`src/uet_consts.svh`:
```
`ifndef UET_CONSTS_SVH
`define UET_CONSTS_SVH
`define UET_OVERSAMPLE      16
`define UET_DIV_RESET       16'h000D
`define UET_TX_START_MIN    8
`define UET_TX_START_MAX    24
`define UET_TX_START_WAIT   12
`define UET_DATA_BITS       8
`define UET_STAT_DR_BIT     0
`define UET_IIR_RX_CODE     4'h4
`define UET_IIR_TX_CODE     4'h2
`define UET_IIR_NONE_CODE   4'h1
`endif

```
`src/uet_pkg.sv`:
```
package uet_pkg;
    typedef struct packed {
        logic       rd_rx;
        logic       wr_tx;
        logic [7:0] wdata;
    } uet_host_req_t;
    typedef struct packed {
        logic [7:0] receive_holding_word;
        logic [7:0] line_status_word;
        logic [3:0] interrupt_source_word;
    } uet_host_view_t;
    typedef enum logic [1:0] {
        UET_RX_IDLE, UET_RX_SHIFT, UET_RX_LOAD
    } uet_rx_state_t;
endpackage

```
`src/uet_baud_gen.sv`:
```
`timescale 1ns/100ps
`include "uet_consts.svh"
module uet_baud_gen
    import uet_pkg::*;
#(
    parameter int DIV_W = 16
) (
    input  wire logic             clk,
    input  wire logic             srst,
    input  wire logic [DIV_W-1:0] divisor,
    output logic                  tick16
);
    logic [DIV_W-1:0] count;
    // A one-bit counter cannot divide; refuse at elaboration
    if (DIV_W < 2) begin
        $error("DIV_W too small");
    end
    // [RQ3] one tick per 1/16 bit
    always_ff @(posedge clk) begin
        if (srst) begin
            count  <= '0;
            tick16 <= 1'b0;
        end else if (count + 1'b1 >= divisor || divisor == '0) begin
            count  <= '0;
            tick16 <= 1'b1;
        end else begin
            count  <= count + 1'b1;
            tick16 <= 1'b0;
        end
    end
endmodule

```
`src/uet_channel.sv`:
```
// Behaviour
// [RQ1] Non-FIFO status may precede holding word
// [RQ2] Holding word valid within one baud tick
// [RQ3] Baud clock is sixteen times bit rate
// [RQ4] FIFO mode data valid with status
// [RQ5] Host waits one baud tick before reading
// [RQ6] Receive interrupt within one baud period
// [RQ7] Transmit starts 8..24 baud periods later; the code waits 12 bit periods (16 ticks each) after the first write
// [RQ8] Receive ready within one clock
// [RQ9] Transmit ready drops within 16 ticks
// [RQ10] Holding read clears interrupt and ready
`timescale 1ns/100ps
`include "uet_consts.svh"
module uet_channel
    import uet_pkg::*;
#(
    parameter int DIV_W = 16
) (
    input  wire logic             clk,
    input  wire logic             srst,
    input  wire logic [DIV_W-1:0] divisor,
    input  wire logic             fifo_mode,
    input  wire uet_host_req_t    host_req,
    input  wire logic             rx_line,
    output uet_host_view_t        host_view,
    output logic                  irq,
    output logic                  receive_ready_output,
    output logic                  transmit_ready_output,
    output logic                  tx_line
);
    localparam int OS = `UET_OVERSAMPLE;
    // Refused at elaboration rather than at run time
    if (DIV_W > 24) begin
        $error("DIV_W too large");
    end
    logic          tick;
    uet_rx_state_t rx_state;
    logic [3:0]    rx_sub;
    logic [3:0]    rx_bit;
    logic [7:0]    rx_shift;
    logic [7:0]    rx_pend;
    logic          data_ready;
    logic          rx_int;
    logic          tx_int;
    logic          tx_int_first;
    logic          tx_hold_full;
    logic [7:0]    tx_hold;
    logic [4:0]    tx_wait;
    logic          tx_busy;
    logic [3:0]    tx_sub;
    logic [3:0]    tx_bit;
    logic [9:0]    tx_frame;
    logic          stop_done;

    uet_baud_gen #(.DIV_W(DIV_W)) u_baud (
        .clk     (clk),
        .srst    (srst),
        .divisor (divisor),
        .tick16  (tick)
    );

    assign stop_done = tick && rx_state == UET_RX_SHIFT
                       && rx_bit == 4'd9 && rx_sub == 4'(OS - 1) && rx_line;

    // Receiver: samples at mid-bit, checks stop bit
    always_ff @(posedge clk) begin
        if (srst) begin
            rx_state <= UET_RX_IDLE;
            rx_sub   <= '0;
            rx_bit   <= '0;
            rx_shift <= '0;
        end else if (tick) begin
            case (rx_state)
                UET_RX_IDLE: begin
                    if (!rx_line) begin
                        rx_state <= UET_RX_SHIFT;
                        rx_sub   <= '0;
                        rx_bit   <= '0;
                    end
                end
                UET_RX_SHIFT: begin
                    rx_sub <= rx_sub + 4'd1;
                    if (rx_sub == 4'(OS/2 - 1) && rx_bit == 4'd0
                        && rx_line) begin
                        rx_state <= UET_RX_IDLE; // False start
                    end
                    if (rx_sub == 4'(OS/2 - 1) && rx_bit >= 4'd1
                        && rx_bit <= 4'd8) begin
                        rx_shift <= {rx_line, rx_shift[7:1]};
                    end
                    if (rx_sub == 4'(OS - 1)) begin
                        rx_bit <= rx_bit + 4'd1;
                        if (rx_bit == 4'd9) begin
                            rx_state <= rx_line ? UET_RX_LOAD : UET_RX_IDLE;
                        end
                    end
                end
                UET_RX_LOAD: rx_state <= UET_RX_IDLE;
                default: rx_state <= UET_RX_IDLE;
            endcase
        end
    end

    // Status first; word loads one baud tick later when not in FIFO mode
    always_ff @(posedge clk) begin
        if (srst) begin
            rx_pend <= '0;
            host_view.receive_holding_word <= '0;
        end else if (stop_done) begin
            rx_pend <= rx_shift;
            if (fifo_mode) begin
                host_view.receive_holding_word <= rx_shift; // [RQ4]
            end
        end else if (tick && rx_state == UET_RX_LOAD && !fifo_mode) begin
            host_view.receive_holding_word <= rx_pend; // [RQ1] [RQ2]
        end
    end

    // Set wins over the host read in the same cycle
    always_ff @(posedge clk) begin
        if (srst) begin
            data_ready           <= 1'b0;
            rx_int               <= 1'b0;
            receive_ready_output <= 1'b0;
        end else if (stop_done) begin
            data_ready           <= 1'b1;
            rx_int               <= 1'b1; // [RQ6]
            receive_ready_output <= 1'b1; // [RQ8]
        end else if (host_req.rd_rx) begin
            data_ready           <= 1'b0; // [RQ10]
            rx_int               <= 1'b0;
            receive_ready_output <= 1'b0;
        end
    end

    // Transmit holding, first-clear start delay
    always_ff @(posedge clk) begin
        if (srst) begin
            tx_hold      <= '0;
            tx_hold_full <= 1'b0;
            tx_int       <= 1'b1;
            tx_int_first <= 1'b1;
            tx_wait      <= '0;
        end else if (host_req.wr_tx && !tx_hold_full) begin
            tx_hold      <= host_req.wdata;
            tx_hold_full <= 1'b1;
            tx_int       <= 1'b0;
            if (tx_int_first) begin
                tx_wait <= 5'(`UET_TX_START_WAIT); // [RQ7]
            end
            tx_int_first <= 1'b0;
        end else if (tick && tx_wait != '0 && tx_sub == 4'(OS - 1)) begin
            tx_wait <= tx_wait - 5'd1;
        end else if (tx_hold_full && !tx_busy && tx_wait == '0) begin
            tx_hold_full <= 1'b0;
            tx_int       <= 1'b1;
        end
    end

    // Shifter: start, 8 data, stop; 16 ticks per bit
    always_ff @(posedge clk) begin
        if (srst) begin
            tx_busy  <= 1'b0;
            tx_sub   <= '0;
            tx_bit   <= '0;
            tx_frame <= '1;
            tx_line  <= 1'b1;
        end else if (!tx_busy && tx_hold_full && tx_wait == '0) begin
            tx_busy  <= 1'b1;
            tx_frame <= {1'b1, tx_hold, 1'b0};
            tx_sub   <= '0;
            tx_bit   <= '0;
        end else if (tick) begin
            tx_sub <= tx_sub + 4'd1;
            if (tx_busy) begin
                tx_line <= tx_frame[0];
                if (tx_sub == 4'(OS - 1)) begin
                    tx_frame <= {1'b1, tx_frame[9:1]};
                    tx_bit   <= tx_bit + 4'd1;
                    if (tx_bit == 4'd9) begin
                        tx_busy <= 1'b0;
                    end
                end
            end else begin
                tx_line <= 1'b1;
            end
        end
    end

    always_ff @(posedge clk) begin
        if (srst) begin
            transmit_ready_output <= 1'b1;
        end else begin
            transmit_ready_output <= !tx_hold_full && !tx_busy; // [RQ9]
        end
    end

    always_ff @(posedge clk) begin
        if (srst) begin
            host_view.line_status_word      <= '0;
            host_view.interrupt_source_word <= `UET_IIR_NONE_CODE;
            irq                             <= 1'b0;
        end else begin
            host_view.line_status_word <=
                {1'b0, !tx_hold_full && !tx_busy, !tx_hold_full,
                 4'h0, data_ready};
            host_view.interrupt_source_word <= rx_int ? `UET_IIR_RX_CODE
                : tx_int ? `UET_IIR_TX_CODE : `UET_IIR_NONE_CODE;
            irq <= rx_int;
        end
    end

    AST_RX_IRQ: assert property (@(posedge clk) disable iff (srst) // [RQ6]
        stop_done |=> rx_int)
        else $error("receive interrupt missing after stop");
    AST_RX_READY: assert property (@(posedge clk) disable iff (srst) // [RQ8]
        stop_done |=> receive_ready_output)
        else $error("receive ready late");
    AST_READ_CLR: assert property (@(posedge clk) disable iff (srst) // [RQ10]
        host_req.rd_rx && !stop_done |=> !rx_int && !receive_ready_output)
        else $error("read did not clear");
    AST_FIFO_DATA: assert property (@(posedge clk) disable iff (srst) // [RQ4]
        stop_done && fifo_mode |=> host_view.receive_holding_word
                                   == $past(rx_shift))
        else $error("fifo data lags status");
    AST_LOAD_BOUND: assert property (@(posedge clk) disable iff (srst) // [RQ2]
        stop_done && !fifo_mode |=> rx_state == UET_RX_LOAD)
        else $error("holding load not scheduled");
    AST_TX_IDLE: assert property (@(posedge clk) disable iff (srst) // [RQ9]
        tx_busy |=> !transmit_ready_output)
        else $error("transmit ready high while sending");
    AST_TX_WAIT: assert property (@(posedge clk) disable iff (srst) // [RQ7]
        host_req.wr_tx && tx_int_first && !tx_hold_full
        |=> tx_wait == 5'(`UET_TX_START_WAIT))
        else $error("start delay not loaded");
    AST_TX_RANGE: assert property (@(posedge clk) disable iff (srst) // [RQ7]
        tx_wait <= 5'(`UET_TX_START_MAX) && (tx_int_first ||
        5'(`UET_TX_START_WAIT) >= 5'(`UET_TX_START_MIN)))
        else $error("start delay out of range");
    CV_RX: cover property (@(posedge clk) stop_done);
    CV_TX: cover property (@(posedge clk) !tx_busy ##1 tx_busy);
    CV_RD: cover property (@(posedge clk) rx_int ##1 host_req.rd_rx);
endmodule

```
`config.mk`:
```
export PLATFORM = sky130hd
export DESIGN_NAME = uet_channel
export DESIGN_NICKNAME = d
export VERILOG_FILES = /design/src/uet_pkg.sv /design/src/uet_baud_gen.sv /design/src/uet_channel.sv
export VERILOG_INCLUDE_DIRS = /design/src
export SDC_FILE = /design/constraint.sdc
export NUM_CORES = 1
export LEC_CHECK = 0
export BUFFER_PORTS_ARGS = -buffer_cell sky130_fd_sc_hd__buf_4
export CORE_MARGIN = 2
export CORE_UTILIZATION = 60
export CTS_CLUSTER_DIAMETER = 80
export DETAILED_ROUTE_END_ITERATION = 6
export HOLD_SLACK_MARGIN = 0.06
export MAX_ROUTING_LAYER = met4
export PLACE_DENSITY = 0.92
export SYNTH_ARGS = -nofsm -noshare
export SYNTH_HDL_FRONTEND = slang
export SYNTH_SLANG_ARGS = --single-unit
```
`constraint.sdc`:
```
create_clock -name clk -period 4.9 [get_ports clk]
set_clock_uncertainty 0.05 [all_clocks]
set_input_delay 0.98 -clock clk [delete_from_list [all_inputs] [get_ports clk]]
set_output_delay 0.98 -clock clk [all_outputs]
set_load 0.03 [all_outputs]
```
## After elaboration in Yosys (flattened, before gate mapping)

Index checks and enable logic that the tools add are counted.

| operators by class | value |
|---|---|
| shift-type cells | 0 |
| multiply operators | 0 |
| add/subtract/negate cells | 6 |
| equality and inequality tests | 12 |
| reduce and logical (&&, ||, !) cells | 46 |
| div/mod/pow operators | 0 |
| magnitude comparators | 3 |
| bitwise operators | 1 |
| mux-type cells | 37 |

Operators by type and width:

| cell | number |
|---|---|
| $mux W9 | 4 |
| $mux W8 | 3 |
| $add A16 B1 Y16 const B | 1 |
| $add A4 B1 Y4 const B | 4 |
| $eq A4 B4 Y1 const B | 4 |
| $ge A16 B16 Y1 | 1 |
| $logic_and A1 B1 Y1 | 16 |
| $logic_not A16 Y1 | 1 |
| $pmux W4 S2 | 2 |
| $reduce_bool A2 Y1 | 8 |
| $mux W1 | 15 |
| $mux W5 | 3 |
| $mux W2 | 6 |
| $reduce_and A3 Y1 | 4 |
| $reduce_and A2 Y1 | 5 |
| $mux W4 | 2 |
| $ne A2 B2 Y1 const B | 4 |
| $reduce_or A2 Y1 | 3 |
| $logic_not A5 Y1 | 1 |
| $reduce_bool A5 Y1 | 1 |
| $sub A5 B1 Y5 const B | 1 |
| $eq A4 B3 Y1 const B | 1 |
| $ge A4 B1 Y1 const B | 1 |
| $le A4 B4 Y1 const B | 1 |
| 11 further kinds | 13 |

| storage, ports and cells | value |
|---|---|
| latch bits | 0 |
| bits in writable memories | 0 |
| word-level logic and storage cells | 130 |
| flip-flop bits (word level) | 101 |
| ROM bits | 0 |
| memories kept | 0 |

## Depth between registers and ports, before layout

| depth | value |
|---|---|
| depth after elaboration | 7 |
| mapped depth | 12 |
| depth with buffers taken out | 11 |

## Cells and area by module

Synthesis repeated with hierarchy kept, for this count alone.

| unflattened totals | value |
|---|---|
| cell total of the unflattened synthesis | 493 |
| area, all modules | 4,410.5 um2 |

Modules (own cells, without submodules):

| module | cells each | times used | area an instance (um2) |
|---|---|---|---|
| uet_channel | 356 | 1 | 3,230.6 |
| uet_baud_gen | 137 | 1 | 1,179.9 |

## Least setup slack after synthesis

No wires, ideal clock.

| timing path | value |
|---|---|
| kind | flip-flop to flip-flop |
| start point | register u_baud.count[0] |
| end point | register u_baud.count[10] |
| setup slack | 2.085 ns |
| data arrival time | 2.648 ns |
| stages on the path, launching flop included | 13 |
| cells stage by stage | dfxtp_1 -> ha_1 -> nand2_1 -> nor2_1 -> nand3_1 -> xnor2_1 -> ha_1 -> nand4_1 -> nor3_1 -> or4b_1 -> nand3_1 -> buf_2 -> nor2b_1 |

| on the way | value |
|---|---|
| cells in the longest elaborated chain, start to end | 4 |

RTL lines:

| element | line | RTL |
|---|---|---|
| start: declaration | uet_baud_gen.sv:13 | `logic [DIV_W-1:0] count;` |
| start signal: assignment | uet_baud_gen.sv:27 | `count <= count + 1'b1;` |
| $add A16 B1 Y16 (*) | uet_baud_gen.sv:23, uet_baud_gen.sv:27 |  |
| $ge A16 B16 Y1 | uet_baud_gen.sv:23 | `end else if (count + 1'b1 >= divisor \|\| divisor == '0) begin` |
| $logic_or A1 B1 Y1 | uet_baud_gen.sv:23 |  |
| $reduce_or A2 Y1 (no source line) | n/a |  |

Mark *: on every way between the ends. The rest lies on a longest branch, timed or not.
A chain may end at the register's enable or synchronous reset.

## Worst setup path after layout

| timing path | value |
|---|---|
| start point | register u_baud.count[0] |
| end point | register u_baud.count[3] |

Same word-level chain as after synthesis.

==> out/qor.yml <==
status: "finished, final reports clean"
synth-seq-area-share: 0.435
hold_viol_final: 0
end_kind: "flip-flop"
regArea_um2: 1860
r2r_end: "u_baud.count[3]"
grt_pass1_vias: 3203
cp.required_ns: 5.14
power_density_nw_per_um2: 304
multiInputGateArea_um2: 2200
synth_area_um2: 4280
grt_pass1_wl_um: 14700
cp.arrival_ns: 3.80
setup_viol_count_final: 0
synth_top_cell_by_area: "dfxtp_1"
gr-usage-all-layers: 0.251
crit_type: "reg2reg"
synth_area_leaders: "dfxtp_1 44%, ha_1 7.6%, nor2_1 5.6%, nand2_1 4.6%, mux2i_1 4.2%"
cts_hold_buf: 0
hold_end: "tx_frame[7]"
dieWidth_um: 88.4
drcViolationCount: 0
htree_num_levels: 3
cts_sinks: 93
r2r_slack_ns: 1.34
cts.path.max_buffers: 2
ant_nets: 0
min_path_cells: 2
slew_headroom: 0.389
cellLeakagePower_nw: 2.00
insertion_delay_ns: 0.38
crit_path_max_incr_delay_ns: 0.58
drtPass1Iterations: 4
syn_to_final_growth_pct: 13.4
design_area_um2: 4850
dp_hpwl_um: 6000
core_area_um2: 6830
num_rows: 30
rsz0062_at_grt: "no"
placedCellCount: 607
tightest_slew_ns: 0.915
netlist_top_cells_count: "93 x dfxtp_1, 64 x nor2_1, 52 x nand2_1"
synth_top_area_frac: 0.435
grt_max_degree: 69
ioPinCount: 54
wl_met2_um: 4490
ys.flop_type: "dfxtp_1"
crit_fanout: 15
syn_inst: 485
routed.top_layer: "met4"
dr_wl_met3_um: 308
drt-met1-wl_um: 3830
initial_utilization: 0.626
hp-class: "reg2reg"
synth_seq_cells: 93
ctsResizeCount: 0
clk_pin_slew_ns: 0.10
final_cells: 622
gp_congestion: 0.900
drt_iter0_drc: 196
antenna_cells: 0
post-route-period-util: 0.726
reg2reg_depth: 11
via_per_inst: 5.43
grt.overflow.total: 0
cts-buffers-inserted: 9
worstPathCellList: "ha_1 > nand2_1 > nor2_1 > nand3_1 > xnor2_1 > ha_1 > o21ai_0 > nor2_1 > a2111oi_0 > nand3_1 > nor2b_1"
fin_crit_ns: 3.56
timing.hold.worst.start: "tx_frame[7]"
wl_per_cell_um: 14.3
worstReg2RegStart: "u_baud.count[0]"
wl_um: 8880
postSynthAreaPerCell_um2: 8.82
synth_edf_count: 0
die-area_um2: 7820
postCtsSetupBuffers: 0
cts_tree: "done"
layout_setup_ws_ns: 1.34
drive_gt1_frac: 0.146
yosysMostFrequentCell: "dfxtp_1"
nFillCells: 470
utilization: 0.710
placed_area_um2: 4640
yosysWarnings: 0
drv_cap: 0
antenna_found_initial: 0
ys_async_sr_fraction: 0
max_freq_ghz: 0.281
peakVddDrop_uv: 228
tns_ns: 0
pre_cts_slack_ns: 1.49
total_power_mw: 1.47
final_nets: 578
worstSetupStartpointType: "flip-flop"
cts-root-buf: "clkbuf_8"
io_buffers: 47
cp_slowest_cell: "a2111oi_0"
holdWs_ns: 0.411
synth_cell_type_count: 50
die_h_um: 88.4
route.vias.total: 3379
maxSlewViolCount: 0
metal layers:
metal,vias to the layer above,GRT usage
met5,-,-
met4,0,0.114
li1,1700,-
met1,1584,0.304
met3,22,0.0429
met2,73,0.411
flip-flops by register name (all words and copies together) (netlist names), 2 cells and up:
signal,flops
host_view,13
rx_bit,4
rx_pend,8
rx_shift,8
rx_state,2
rx_sub,4
tx_bit,4
tx_frame,9
tx_hold,8
tx_sub,4
tx_wait,5
u_baud.count,16
logic make-up (layout without fill, tap and decap cells):
kind of cell | Yosys count | in the layout | synth area share
other | 1 | 6 | 0.000877
multiplexers | 19 | 19 | 0.0448
AND/OR/NAND/NOR | 201 | 201 | 0.231
adder cells (fa/ha/maj) | 26 | 26 | 0.0761
XOR/XNOR | 27 | 27 | 0.0553
flip-flops | 93 | 93 | 0.435
buffers and inverters | 53 | 89 | 0.0556
AO/OA/AOI/OAI | 65 | 65 | 0.102
critical path, delay by kind of cell (launching register included):
kind / cells / cell delay, ns
AO/OA/AOI/OAI: 2 / 0.74
XOR/XNOR: 1 / 0.22
adder cells (fa/ha/maj): 2 / 0.53
flip-flops: 1 / 0.42
AND/OR/NAND/NOR: 6 / 1.52
worst max-delay path by stage:
| stage | to | from | cells past startpoint |
|---|---|---|---|
| after floorplan | u_baud.count[10] | u_baud.count[0] | 12 |
| after global placement | u_baud.count[14] | u_baud.count[0] | 11 |
| after detailed placement | u_baud.count[3] | u_baud.count[0] | 11 |
| after CTS | u_baud.count[3] | u_baud.count[2] | 10 |
| after global routing | u_baud.count[5] | u_baud.count[2] | 10 |
| final | u_baud.count[3] | u_baud.count[0] | 11 |
cell usage in the layout (no fill, tap or decap), types with 2 or more instances in the layout:
cell	synthesis	routed
a2111oi_0	2	2
o21ai_0	7	7
clkbuf_8	0	9
o21bai_1	2	2
bufinv_16	0	2
ha_1	26	26
nand4_1	8	8
and2_1	2	2
nor2b_1	17	17
inv_1	26	26
a21oi_1	24	24
xor2_1	15	15
nand2_1	52	52
nand2b_1	8	8
conb_1	1	6
or2_2	8	8
a211oi_1	13	13
xnor2_1	12	12
buf_4	9	48
nand3_1	11	11
nand3b_1	2	2
nor3_1	9	9
nor2_1	64	64
nor4_1	4	4
dfxtp_1	93	93
nor3_2	2	2
a31oi_1	6	6
mux2i_1	18	18
and4_1	5	5
report_power, final:
| group | switching, mW | total [mW] | leakage (nW) | internal [mW] |
|---|---|---|---|---|
| registers | 0.0158 | 0.793 | 0.756 | 0.778 |
| clock network | 0.271 | 0.558 | 0.103 | 0.287 |
| logic | 0.0712 | 0.121 | 1.14 | 0.0502 |
| total | 0.358 | 1.47 | 2.00 | 1.12 |
layout make-up:
cell class / count / area share
Clock inverter: 5 / 0.0175
Tap cell: 96 / 0.0248
Inverter: 26 / 0.0201
Timing Repair Buffer: 48 / 0.0743
Sequential cell: 93 / 0.384
Clock buffer: 10 / 0.0263
Multi-Input combinational cell: 344 / 0.453
No activity file was read; power rests on OpenSTA's default activity.
